===== src/rtl/ptc_pkg.sv =====
package ptc_pkg;

  // Link level command codes
  localparam logic [7:0] LINK_REQ_WAKE = 8'h05;
  localparam logic [7:0] LINK_ATTRIB   = 8'h1d;
  localparam logic [7:0] LINK_HALT     = 8'h50;

  // Instruction codes
  localparam logic [7:0] INS_SELECT = 8'ha4;
  localparam logic [7:0] INS_READ   = 8'hb0;
  localparam logic [7:0] INS_WRITE  = 8'hd6;
  localparam logic [7:0] CLA_OK     = 8'h00;

  // Status words
  localparam logic [15:0] SW_OK      = 16'h9000;
  localparam logic [15:0] SW_LEN_ERR = 16'h6700;
  localparam logic [15:0] SW_P12_ERR = 16'h6a86;
  localparam logic [15:0] SW_INS_ERR = 16'h6d00;
  localparam logic [15:0] SW_CLA_ERR = 16'h6e00;
  localparam logic [15:0] SW_ACC_ERR = 16'h6f00;

  // Field positions
  localparam int PRM_WAKE_BIT = 3;
  localparam int P1_ERR_BIT   = 7;
  localparam int P1_MODE_LSB  = 4;
  localparam int ENC_UNIT_LSB = 4;   // 16 byte unit

  // Mode field codes
  localparam logic [2:0] MODE_PLAIN = 3'h0;
  localparam logic [2:0] MODE_PRIV  = 3'h2;
  localparam logic [2:0] MODE_FAM   = 3'h3;

  // APB map
  localparam logic [11:0] OFS_AFI    = 12'h000;
  localparam logic [11:0] OFS_RO_LIM = 12'h004;
  localparam logic [11:0] OFS_ENC_LO = 12'h008;
  localparam logic [11:0] OFS_STATUS = 12'h00c;
  localparam logic [11:0] OFS_COUNT  = 12'h010;

  // Reset values
  localparam logic [7:0]  AFI_RST    = 8'h00;
  localparam logic [12:0] RO_LIM_RST = 13'h0000;
  localparam logic [12:0] ENC_LO_RST = 13'h1000;

  // Block types delivered by the frame layer
  typedef enum logic [2:0] {
    PTC_BLK_LINK  = 3'h0,
    PTC_BLK_IBLK  = 3'h1,
    PTC_BLK_ACK   = 3'h2,
    PTC_BLK_NAK   = 3'h3,
    PTC_BLK_DESEL = 3'h4
  } ptc_blk_e;

  // Answer kinds
  typedef enum logic [2:0] {
    PTC_RSP_ATQB   = 3'h0,
    PTC_RSP_ATTRIB = 3'h1,
    PTC_RSP_APDU   = 3'h2,
    PTC_RSP_ACK    = 3'h3,
    PTC_RSP_DESEL  = 3'h4
  } ptc_rsp_e;

  // Protocol states, one-hot
  typedef enum logic [3:0] {
    PTC_ST_IDLE   = 4'h1,
    PTC_ST_READY  = 4'h2,
    PTC_ST_ACTIVE = 4'h4,
    PTC_ST_HALT   = 4'h8
  } ptc_state_e;

  typedef struct packed {
    ptc_blk_e    blk;
    logic        chain;
    logic [7:0]  code;
    logic [7:0]  afi;
    logic [7:0]  param;
    logic [7:0]  cla;
    logic [7:0]  ins;
    logic [7:0]  p1;
    logic [7:0]  p2;
    logic [8:0]  lc;
    logic [8:0]  le;
  } ptc_cmd_s;

  typedef struct packed {
    ptc_rsp_e    kind;
    logic [15:0] sw;
  } ptc_rsp_s;

endpackage


===== src/rtl/ptc_core.sv =====
`timescale 1ns/10ps
// Functional notes
// - Out-of-range read or write length fields answer 6700
// - Encrypted lengths not multiple of sixteen: 6700
// - Encrypted address not sixteen aligned: 6A86
// - Unknown instruction answers 6D00
// - Nonzero class byte answers 6E00
// - Write into read-only area answers 6F00
// - Plaintext access to encrypted area: 6F00
// - Selection may answer 6700 for some parameters
// - Code 05 decoded as identification request
// - Code 1D enters command processing state
// - Code 50 enters halt state
// - Selection accepted, performs nothing
// - Instruction B0 decoded as read
// - Instruction D6 decoded as write
// - Request form answered from idle or ready, not from halt
// - Wake-up form answered from halt, idle or ready
// - Parameter bits 7-5 ignored
// - Single slot, immediate answer always
// - Family identifier wildcard and nibble matching
// - Chaining, ack/nak and deselect blocks supported
module ptc_core #(
  parameter int NVM_BYTES = 4096,
  parameter int MAX_LEN   = 256
) (
  input  wire logic              pclk,
  input  wire logic              presetn,
  input  wire logic              psel,
  input  wire logic              penable,
  input  wire logic              pwrite,
  input  wire logic [11:0]       paddr,
  input  wire logic [31:0]       pwdata,
  output logic [31:0]            prdata,
  output logic                   pready,
  output logic                   pslverr,
  input  wire logic              cmd_valid,
  input  wire ptc_pkg::ptc_cmd_s cmd,
  output logic                   cmd_ready,
  output logic                   rsp_valid,
  output ptc_pkg::ptc_rsp_s      rsp
);

  // Elaboration checks
  generate
    if (NVM_BYTES < 16 || NVM_BYTES > 4096) begin : g_bad_nvm
      $error("NVM_BYTES must lie in 16..4096");
    end
    if (MAX_LEN < 16 || MAX_LEN > 256) begin : g_bad_len
      $error("MAX_LEN must lie in 16..256");
    end
  endgenerate

  localparam logic [12:0] NVM_LIM = 13'(NVM_BYTES);
  localparam logic [8:0]  LEN_LIM = 9'(MAX_LEN);

  // Family identifier match, wildcard and nibble forms
  function automatic logic afi_match(input logic [7:0] req, input logic [7:0] own);
    logic m;
    m = 1'b0;
    if (req == 8'h00) begin
      m = 1'b1;
    end else if (req[3:0] == 4'h0) begin
      m = (req[7:4] == own[7:4]);
    end else if (req[7:4] == 4'h0) begin
      m = (req[3:0] == own[3:0]);
    end else begin
      m = (req == own);
    end
    return m;
  endfunction

  // Length range check shared by lc and le
  function automatic logic len_bad(input logic [8:0] len, input logic enc);
    logic b;
    b = (len == 9'h000) || (len > LEN_LIM);
    if (enc && (len[ptc_pkg::ENC_UNIT_LSB-1:0] != '0)) begin
      b = 1'b1;
    end
    return b;
  endfunction

  // Registers
  ptc_pkg::ptc_state_e state_r, state_nxt;
  logic [7:0]          afi_r;
  logic [12:0]         ro_lim_r;
  logic [12:0]         enc_lo_r;
  logic [15:0]         last_sw_r;
  logic [15:0]         cmd_cnt_r;
  logic                rsp_valid_r;
  ptc_pkg::ptc_rsp_s   rsp_r;

  // APB decode
  wire apb_acc   = psel & penable;
  wire apb_wr    = apb_acc & pwrite;
  wire sel_afi   = (paddr == ptc_pkg::OFS_AFI);
  wire sel_ro    = (paddr == ptc_pkg::OFS_RO_LIM);
  wire sel_enc   = (paddr == ptc_pkg::OFS_ENC_LO);
  wire sel_stat  = (paddr == ptc_pkg::OFS_STATUS);
  wire sel_cnt   = (paddr == ptc_pkg::OFS_COUNT);
  wire sel_any   = sel_afi | sel_ro | sel_enc | sel_stat | sel_cnt;

  assign pready  = 1'b1;
  assign pslverr = apb_acc & ~sel_any;

  // Read mux, zero for unmapped
  always_comb begin
    prdata = 32'h0000_0000;
    if (sel_afi) begin
      prdata = {24'h00_0000, afi_r};
    end else if (sel_ro) begin
      prdata = {19'h0_0000, ro_lim_r};
    end else if (sel_enc) begin
      prdata = {19'h0_0000, enc_lo_r};
    end else if (sel_stat) begin
      prdata = {4'h0, last_sw_r, 8'h00, 4'(state_r)};
    end else if (sel_cnt) begin
      prdata = {16'h0000, cmd_cnt_r};
    end
  end

  // Configuration registers
  always_ff @(posedge pclk or negedge presetn) begin
    if (!presetn) begin
      afi_r    <= ptc_pkg::AFI_RST;
      ro_lim_r <= ptc_pkg::RO_LIM_RST;
      enc_lo_r <= ptc_pkg::ENC_LO_RST;
    end else if (apb_wr) begin
      if (sel_afi) begin
        afi_r <= pwdata[7:0];
      end else if (sel_ro) begin
        ro_lim_r <= pwdata[12:0];
      end else if (sel_enc) begin
        enc_lo_r <= pwdata[12:0];
      end
    end
  end

  // Command port never stalls; one command per cycle
  assign cmd_ready = 1'b1;
  wire take = cmd_valid;

  // Link command decode
  wire is_link  = (cmd.blk == ptc_pkg::PTC_BLK_LINK);
  wire is_req   = is_link && (cmd.code == ptc_pkg::LINK_REQ_WAKE);
  wire is_att   = is_link && (cmd.code == ptc_pkg::LINK_ATTRIB);
  wire is_hlt   = is_link && (cmd.code == ptc_pkg::LINK_HALT);
  // Only bit 3 is looked at; 7-5 and slot code 2-0 are ignored
  wire wake     = cmd.param[ptc_pkg::PRM_WAKE_BIT];
  wire in_idle  = (state_r == ptc_pkg::PTC_ST_IDLE);
  wire in_halt  = (state_r == ptc_pkg::PTC_ST_HALT);
  wire in_ready = (state_r == ptc_pkg::PTC_ST_READY);
  wire in_act   = (state_r == ptc_pkg::PTC_ST_ACTIVE);
  wire req_ok   = wake ? (in_idle | in_halt) : in_idle;
  wire afi_ok   = afi_match(cmd.afi, afi_r);
  wire ans_req  = is_req && req_ok && afi_ok;

  // APDU field decode
  wire [2:0]  mode     = cmd.p1[ptc_pkg::P1_MODE_LSB +: 3];
  wire        enc      = (mode == ptc_pkg::MODE_PRIV) || (mode == ptc_pkg::MODE_FAM);
  wire        mode_bad = (mode != ptc_pkg::MODE_PLAIN) && !enc;
  wire [12:0] addr     = {1'b0, cmd.p1[3:0], cmd.p2};
  wire        ins_sel  = (cmd.ins == ptc_pkg::INS_SELECT);
  wire        ins_rd   = (cmd.ins == ptc_pkg::INS_READ);
  wire        ins_wr   = (cmd.ins == ptc_pkg::INS_WRITE);
  wire [8:0]  xfer_len = ins_wr ? cmd.lc : cmd.le;
  wire [12:0] xfer_end = addr + 13'(xfer_len);

  // Parameter checks
  wire p1_bad   = cmd.p1[ptc_pkg::P1_ERR_BIT];
  wire adr_bad  = (addr >= NVM_LIM) || (xfer_end > NVM_LIM);
  wire aln_bad  = enc && (addr[ptc_pkg::ENC_UNIT_LSB-1:0] != '0);
  wire p12_bad  = p1_bad || mode_bad || adr_bad || aln_bad;
  wire lng_bad  = len_bad(xfer_len, enc);
  wire ro_hit   = ins_wr && (addr < ro_lim_r);
  wire enc_hit  = !enc && (xfer_end > enc_lo_r);

  // Status word selection in priority order
  logic [15:0] apdu_sw;
  always_comb begin
    apdu_sw = ptc_pkg::SW_OK;
    if (cmd.cla != ptc_pkg::CLA_OK) begin
      apdu_sw = ptc_pkg::SW_CLA_ERR;
    end else if (!(ins_sel || ins_rd || ins_wr)) begin
      apdu_sw = ptc_pkg::SW_INS_ERR;
    end else if (ins_sel) begin
      // No file system; bad P1 with no data field reads as length error
      if (p1_bad && (cmd.lc == 9'h000)) begin
        apdu_sw = ptc_pkg::SW_LEN_ERR;
      end else if (p1_bad) begin
        apdu_sw = ptc_pkg::SW_P12_ERR;
      end
    end else if (p1_bad || mode_bad || adr_bad) begin
      apdu_sw = ptc_pkg::SW_P12_ERR;
    end else if (aln_bad) begin
      apdu_sw = ptc_pkg::SW_P12_ERR;
    end else if (lng_bad) begin
      apdu_sw = ptc_pkg::SW_LEN_ERR;
    end else if (ro_hit) begin
      apdu_sw = ptc_pkg::SW_ACC_ERR;
    end else if (enc_hit) begin
      apdu_sw = ptc_pkg::SW_ACC_ERR;
    end
  end

  // Answer and next state
  logic              ans;
  ptc_pkg::ptc_rsp_s ans_d;
  always_comb begin
    state_nxt  = state_r;
    ans        = 1'b0;
    ans_d.kind = ptc_pkg::PTC_RSP_APDU;
    ans_d.sw   = ptc_pkg::SW_OK;
    if (take) begin
      case (state_r)
        ptc_pkg::PTC_ST_IDLE, ptc_pkg::PTC_ST_HALT: begin
          if (ans_req) begin
            state_nxt  = ptc_pkg::PTC_ST_READY;
            ans        = 1'b1;
            ans_d.kind = ptc_pkg::PTC_RSP_ATQB;
          end
        end
        ptc_pkg::PTC_ST_READY: begin
          if (is_att) begin
            state_nxt  = ptc_pkg::PTC_ST_ACTIVE;
            ans        = 1'b1;
            ans_d.kind = ptc_pkg::PTC_RSP_ATTRIB;
          end else if (is_hlt) begin
            state_nxt  = ptc_pkg::PTC_ST_HALT;
            ans        = 1'b1;
            ans_d.kind = ptc_pkg::PTC_RSP_APDU;
          end else if (is_req && afi_ok) begin
            ans        = 1'b1;
            ans_d.kind = ptc_pkg::PTC_RSP_ATQB;
          end
        end
        ptc_pkg::PTC_ST_ACTIVE: begin
          if (cmd.blk == ptc_pkg::PTC_BLK_IBLK) begin
            ans = 1'b1;
            if (cmd.chain) begin
              ans_d.kind = ptc_pkg::PTC_RSP_ACK;
            end else begin
              ans_d.sw = apdu_sw;
            end
          end else if (cmd.blk == ptc_pkg::PTC_BLK_ACK || cmd.blk == ptc_pkg::PTC_BLK_NAK) begin
            ans        = 1'b1;
            ans_d.kind = ptc_pkg::PTC_RSP_ACK;
          end else if (cmd.blk == ptc_pkg::PTC_BLK_DESEL) begin
            state_nxt  = ptc_pkg::PTC_ST_HALT;
            ans        = 1'b1;
            ans_d.kind = ptc_pkg::PTC_RSP_DESEL;
          end else if (is_hlt) begin
            state_nxt  = ptc_pkg::PTC_ST_HALT;
            ans        = 1'b1;
          end
        end
        default: begin
          state_nxt = ptc_pkg::PTC_ST_IDLE;
        end
      endcase
    end
  end

  // Protocol state
  always_ff @(posedge pclk or negedge presetn) begin
    if (!presetn) begin
      state_r <= ptc_pkg::PTC_ST_IDLE;
    end else begin
      state_r <= state_nxt;
    end
  end

  // Registered answer
  always_ff @(posedge pclk or negedge presetn) begin
    if (!presetn) begin
      rsp_valid_r <= 1'b0;
      rsp_r       <= '0;
    end else begin
      rsp_valid_r <= ans;
      if (ans) begin
        rsp_r <= ans_d;
      end
    end
  end

  // Status history for software
  always_ff @(posedge pclk or negedge presetn) begin
    if (!presetn) begin
      last_sw_r <= 16'h0000;
      cmd_cnt_r <= 16'h0000;
    end else if (ans && ans_d.kind == ptc_pkg::PTC_RSP_APDU && in_act) begin
      last_sw_r <= ans_d.sw;
      cmd_cnt_r <= cmd_cnt_r + 16'h0001;
    end
  end

  assign rsp_valid = rsp_valid_r;
  assign rsp       = rsp_r;

endmodule // ptc_core


===== config.mk =====
export PLATFORM = sky130hd
export DESIGN_NAME = ptc_core
export DESIGN_NICKNAME = d
export VERILOG_FILES = /design/src/rtl/ptc_pkg.sv /design/src/rtl/ptc_core.sv
export SDC_FILE = /design/constraint.sdc
export NUM_CORES = 1
export LEC_CHECK = 0
export BUFFER_PORTS_ARGS = -buffer_cell sky130_fd_sc_hd__buf_2
export CORE_MARGIN = 1
export CORE_UTILIZATION = 31
export DETAILED_ROUTE_END_ITERATION = 12
export PLACE_DENSITY = 0.51
export SLEW_MARGIN = 15
export SYNTH_ARGS = -nofsm -noshare
export SYNTH_HDL_FRONTEND = slang
export SYNTH_SLANG_ARGS = --single-unit

===== constraint.sdc =====
create_clock -name pclk -period 4.43 [get_ports pclk]
set_input_delay 0 -clock pclk [delete_from_list [all_inputs] [get_ports pclk]]
set_output_delay 0 -clock pclk [all_outputs]
set_load 0.01 [all_outputs]

==> Yosys cells after proc, flatten, opt, wreduce, memory -nomap -nowiden <==
Index checks and enable logic that the tools add are counted.
Widths: inputs -> output; s select.
{ "totals": {"regBits": 90, "latchBits": 0, "ram_bits": 0, "romBits": 0, "output_inout_bits": 55, "n_memories": 0} }
{ "op_classes": {"add_sub_neg": 2, "mul": 0, "div": 0, "magnitude_cmp": 5, "eq_ne": 27, "shifts": 0, "muxes": 51, "bitwise": 11, "n_reduce_logical": 39} }
{ "op_table": {"columns": ["operator", "count"], "rows": [
  ["$mux 16", 14],
  ["$mux 32", 2],
  ["$mux 28", 2],
  ["$eq 12x4->1 const B", 2],
  ["$eq 8x8->1 const B", 3],
  ["$mux 4", 6],
  ["$mux 19", 1],
  ["$logic_not 9->1", 2],
  ["$add 16x1->16 const B", 1],
  ["$eq 3x2->1 const B", 5],
  ["$mux 1", 15],
  ["$logic_and 1x1->1", 14],
  ["$add 12x9->13", 1],
  ["$ge 12x13->1 const B", 1],
  ["$gt 13x13->1", 1],
  ["$gt 13x13->1 const B", 1],
  ["$lt 12x13->1", 1],
  ["$eq 12x3->1 const B", 1],
  ["$eq 12x5->1 const B", 1],
  ["$logic_not 12->1", 1],
  ["$pmux 4 s3", 1],
  ["$gt 9x9->1 const B", 1],
  ["$mux 3", 3],
  ["$mux 9", 1],
  ["30 further kinds", 54]
]} }

==> Depth between registers and ports, before layout <==
{ "depth": {"depth_word": 20, "mapped_depth": 20} }

==> Worst setup path after synthesis <==
OpenSTA, ideal clock, no wires.
{ "synth_timing": {"kind": "input to register", "startpoint": "input port cmd[34] (netlist bit)", "endpoint": "register last_sw_r[12]", "setup_ps": 65, "arrival_time_ps": 4079, "path_slack_ps": 286, "cell_stages": 19, "cell_sequence": "nor3b_1 > nand3_1 > buf_1 > mux2_2 > ha_1 > inv_1 > fa_1 > nand2b_1 > a211oi_1 > o221a_2 > o21ai_0 > xnor2_1 > ha_1 > nand4_1 > o311a_1 > o21ai_0 > nand3b_1 > o41ai_2 > o21a_1"} }
{ "synth_via": {"elab_chain_cells": 17, "elab_cells_between_ends": 31} }
{ "synth_rtl": {"columns": ["item", "line_no", "rtl"], "rows": [
  ["start, declared", "ptc_core.sv:38", "input wire ptc_pkg::ptc_cmd_s cmd,"],
  ["$eq 8x8->1", "ptc_core.sv:165", "wire ins_wr = (cmd.ins == ptc_pkg::INS_WRITE);"],
  ["$mux 9", "ptc_core.sv:166", "wire [8:0] xfer_len = ins_wr ? cmd.lc : cmd.le;"],
  ["$add 12x9->13", "ptc_core.sv:167", "wire [12:0] xfer_end = addr + 13'(xfer_len);"],
  ["$gt 13x13->1", "ptc_core.sv:176", "wire enc_hit = !enc && (xfer_end > enc_lo_r);"],
  ["$logic_and 1x1->1", "ptc_core.sv:176", null],
  ["$mux 16", "ptc_core.sv:201", "end else if (enc_hit) begin"],
  ["$mux 16", "ptc_core.sv:199", "end else if (ro_hit) begin"],
  ["$mux 16", "ptc_core.sv:197", "end else if (lng_bad) begin"],
  ["$mux 16", "ptc_core.sv:195", "end else if (aln_bad) begin"],
  ["$mux 16", "ptc_core.sv:193", "end else if (p1_bad || mode_bad || adr_bad) begin"],
  ["$mux 16", "ptc_core.sv:186", "end else if (ins_sel) begin"],
  ["$mux 16 *", "ptc_core.sv:184", "end else if (!(ins_sel || ins_rd || ins_wr)) begin"],
  ["$mux 16 *", "ptc_core.sv:182", "if (cmd.cla != ptc_pkg::CLA_OK) begin"],
  ["$mux 16 *", "ptc_core.sv:240", "if (cmd.chain) begin"],
  ["$mux 16 *", "ptc_core.sv:238", "if (cmd.blk == ptc_pkg::PTC_BLK_IBLK) begin"],
  ["$mux 16 *", "ptc_core.sv:215", "case (state_r)"],
  ["$mux 19 *", "ptc_core.sv:214", "if (take) begin"],
  ["end signal, assigned", "ptc_core.sv:292", "last_sw_r <= ans_d.sw;"],
  ["end, declared", "ptc_core.sv:88", "logic [15:0] last_sw_r;"]
]} }
Mark *: on every way between the ends. The rest lies on a longest branch, timed or not.
A chain may end at the register's enable or synchronous reset.

==> Worst setup path after layout <==
{ "layout_timing": {"startpoint": "input port cmd[34] (netlist bit)", "endpoint": "register rsp_r, in the netlist rsp[11]"} }
{ "layout_via": {"elab_chain_cells": 17, "elab_cells_between_ends": 31} }
{ "layout_rtl": {"columns": ["item", "line_no", "rtl"], "rows": [
  ["$eq 8x8->1", "ptc_core.sv:165", null],
  ["$mux 9", "ptc_core.sv:166", null],
  ["$add 12x9->13", "ptc_core.sv:167", null],
  ["$gt 13x13->1", "ptc_core.sv:176", null],
  ["$logic_and 1x1->1", "ptc_core.sv:176", null],
  ["$mux 16", "ptc_core.sv:201", null],
  ["$mux 16", "ptc_core.sv:199", null],
  ["$mux 16", "ptc_core.sv:197", null],
  ["$mux 16", "ptc_core.sv:195", null],
  ["$mux 16", "ptc_core.sv:193", null],
  ["$mux 16", "ptc_core.sv:186", null],
  ["$mux 16 *", "ptc_core.sv:184", null],
  ["$mux 16 *", "ptc_core.sv:182", null],
  ["$mux 16 *", "ptc_core.sv:240", null],
  ["$mux 16 *", "ptc_core.sv:238", null],
  ["$mux 16 *", "ptc_core.sv:215", null],
  ["$mux 19 *", "ptc_core.sv:214", null],
  ["end signal, assigned", "ptc_core.sv:281", "rsp_r <= ans_d;"],
  ["end, declared", "ptc_core.sv:91", "ptc_pkg::ptc_rsp_s rsp_r;"]
]} }
Marks and branches as above.

==> flow_summary_export.csv <==
group,metric,value,unit
worst_setup_path,cp-start-kind,"input pin",
synth,synth_ff_type,"dfrtp_1",
floorplan,core-area,17200,um2
timing,clock_skew,0.00681,ns
detailed_routing,dr_total_vias,5208,
power_and_ir_drop,p_sw,0.506,mW
power_and_ir_drop,swShare,0.267,
timing,finalCriticalPeriod,4.07,ns
detailed_routing,met1Wirelength,7.38,mm
clock_tree,cts-root-buf,"clkbuf_16",
flow_run,drv_cap,0,
placed_design,place_ws,-0.0393,ns
floorplan,core.rowCount,48,
synth,synth_top_area_share,0.321,
timing,hold_viol_final,0,
timing,layout_setup_ws,0.361,ns
detailed_routing,dr.pass1.iters,5,
worst_hold_path,holdPathEnd,"rsp[18]",
synth,yosysSeqAreaShare,0.330,
worst_hold_path,min_path_cells,3,
synth,synth_mux_area_frac,0.0751,
worst_setup_path,reg2reg_setup_slack,1.83,ns
synth,avgSynthCellArea,8.77,um2
synth,yosysTopAreaCell,"dfrtp_1",
synth,syn-instance-count,623,
floorplan,io_pins,183,
floorplan,initial_core_util,0.317,
global_routing,grt_pass1_wl,25.2,mm
detailed_routing,drt_iter0_drc,264,
floorplan,die_h,135,um
power_and_ir_drop,p_seq_frac,0.369,
clock_tree,clk_path_buf_depth,2,
power_and_ir_drop,peakVddDrop,0.132,mV
detailed_routing,viasPerCell,5.18,
timing,fmax,246,MHz
cells_and_area,fin_cells,1006,
synth,ys_seq_elements,72,
worst_setup_path,path_class,"in -> reg",
power_and_ir_drop,power_leakage,3.42,nW
clock_tree,cts_tree,"done",
timing,worst_slew_pin_slew,1.04,ns
cells_and_area,layout.nets,940,
synth,synth_edf_count,0,
global_routing,grtUsageTotal,0.177,
clock_tree,htree_levels,3,
detailed_routing,remaining_drc_errors,0,
cells_and_area,drive_gt1_frac,0.280,
worst_setup_path,startpoint,"cmd[34]",
synth,synth_area_leaders,"dfrtp_1 (32%), ha_1 (8.0%), mux2_2 (6.6%)",
power_and_ir_drop,clkPwrFrac,0.439,
timing,slew_viol_final,0,
worst_setup_path,r2r-start,"state_r[3]",
detailed_routing,top_layer,"met4",
global_routing,grt_pass1_vias,5046,
worst_hold_path,min_path_type,"in -> reg",
placed_design,dp_hpwl,13.0,mm
synth,synth-compound-area-share,0.172,
synth,netlist_area,5470,um2
cells_and_area,fin_area,6860,um2
timing,relSlewSlack,0.306,
placed_design,place_congestion,0.854,
run_status,outcome,"complete, no violations",
detailed_routing,wl,15.8,mm
worst_setup_path,critical_path.endpoint_type,"flop",
clock_tree,clk_latency,0.33,ns
global_routing,antenna_found_initial,0,
detailed_routing,ant_nets,0,
placed_design,io_buffers,142,
clock_tree,path_clk_slew,0.06,ns
synth,netlist_top_cells_count,"nand2_1 (71), dfrtp_1 (70), nor2_1 (43)",
floorplan,die_area,18200,um2
timing,period_share,0.919,
detailed_routing,wl_met2,7.62,mm
floorplan,fp.dieW,135,um
power_and_ir_drop,p_total,1.90,mW
synth,synth-simple-area-share,0.214,
power_and_ir_drop,p_comb_frac,0.192,
clock_tree,clock-sinks,72,
clock_tree,postCtsSetupBuffers,0,
global_routing,grt_start_max_net_pins,73,
timing,rsz0062_at_grt,"no",
cells_and_area,diodes,0,
worst_setup_path,critPathMaxFanout,5,
cells_and_area,area_delta_synth_final,25.5,%
placed_design,dpl-instance-area,6360,um2
detailed_routing,avgRoutedWirePerCell,15.7,um
worst_setup_path,r2r_cells,7,
power_and_ir_drop,power_density,276,nW/um2
global_routing,grt_overflow_total,0,
worst_setup_path,worst_r2r_endpoint,"last_sw_r[10]",
worst_setup_path,cp_data_arrival_time,4.27,ns
clock_tree,cts_made_buffers,9,
detailed_routing,wl_met3,651,um
synth,synthXorXnorAreaFrac,0.0529,
synth,synthAdderAreaFrac,0.0838,
worst_hold_path,hold_path.startpoint,"cmd[77]",
synth,synth_top_family_by_area,"simple AND/OR/NAND/NOR gates",
timing,finalSetupViolCount,0,
power_and_ir_drop,p_int,1.39,mW
synth,synthArstFlopShare,1.00,
synth,yosysMostFrequentCell,"nand2_1",
synth,yosysWarnings,0,
synth,ys_types,73,
placed_design,place_inst,975,
worst_setup_path,cp.required,4.63,ns
==> stage by stage <==
step / util / hold WS (ns) / TNS [ns]
3_5_place_dp: 0.369 / 0.223 / -0.0674
6_report: 0.398 / 0.0456 / 0
4_1_cts: 0.398 / 0.0225 / 0
3_3_place_gp: 0.369 / 0.218 / 0
2_1_floorplan: - / -0.296 / 0
5_1_grt: 0.398 / 0.0495 / 0
==> final cells by class <==
cell class	count	area [um2]
timing repair buffer	169	951
sequential	72	1800
fill	1776	10400
multi-input combinational	484	3330
clock buffer	10	229
clock inverter	6	116
inverter	40	150
tap	225	282
==> kinds of logic after synthesis <==
| logic type | after synthesis |
|---|---|
| simple gates | 225 |
| compound gates | 139 |
| buf+inv | 79 |
| flops | 72 |
| mux | 37 |
| fa+ha+maj | 36 |
| xor+xnor | 33 |
| other cells | 2 |
==> power groups by stage <==
stage / logic [mW] / registers (mW) / clock network (mW)
floorplan: 0.244 / 0.689 / 0
global placement: 0.347 / 0.711 / 0
detailed placement: 0.352 / 0.713 / 0
CTS: 0.365 / 0.700 / 0.850
global route: 0.410 / 0.704 / 0.872
finish: 0.363 / 0.700 / 0.833
==> critical path: stages <==
cell and delay [ns]:
buf_2 0.10, nor3b_1 0.27, nand3_1 0.23, mux2_2 0.29, ha_1 0.16, inv_1 0.06, fa_1 0.40, nand2b_1 0.18
a211oi_1 0.21, buf_4 0.16, o221a_2 0.19, o21ai_0 0.10, xnor2_1 0.15, ha_1 0.30, nand4_1 0.15, o311a_1 0.37
o21ai_0 0.09, buf_4 0.15, a211oi_1 0.06, a2111oi_0 0.43, buf_4 0.20, o21ai_0 0.07
==> routing by layer <==
metal  up-vias  track usage
li1       2545            -
met1      2506        0.234
met2       145        0.304
met3        12       0.0218
met4         0       0.0424
met5         -            0
==> registers in the layout, summed over array words and instances, names as in the netlist <==
| register | flops |
|---|---|
| cmd_cnt_r | 16 |
| enc_lo_r | 13 |
| ro_lim_r | 13 |
| rsp | 10 |
| afi_r | 8 |
| last_sw_r | 7 |
| state_r | 4 |
| rsp_valid | 1 |
==> worst max-delay path by stage <==
stage	to	slack, ns	depth (start not counted)
after detailed placement	rsp[11]	-0.04	21
after global placement	rsp[11]	0.004	21
after CTS	rsp[11]	0.30	21
after floorplan	last_sw_r[12]	0.29	19
after global routing	rsp[11]	0.007	22
final	rsp[11]	0.36	22
==> cell usage in the layout, fill, tap and decap left out, drive strengths merged, types with 4 or more instances in the layout <==
master       count
a21o             5
and2             6
nor2            44
nand4           13
a31oi            5
nor4            14
buf            154
o211ai           6
nand2           71
xor2            12
nand2b           7
a222oi           5
xnor2           21
a21oi           35
mux2i            5
mux2            32
o21a             7
nor3            12
conb            14
and4             4
o31ai            4
o21ai           36
nand3           15
dfrtp           70
clkbuf          10
dlygate4sd3     15
ha              35
inv             41
a221oi           8
and3            15
==> timing repair <==
item | in CTS | in global routing
gates resized for setup | 0 | 1
setup endpoints to repair | 0 | 2
hold endpoints to repair | 105 | 0
hold buffers | 15 | 0
Note: power is estimated with default switching activity, not from simulation.
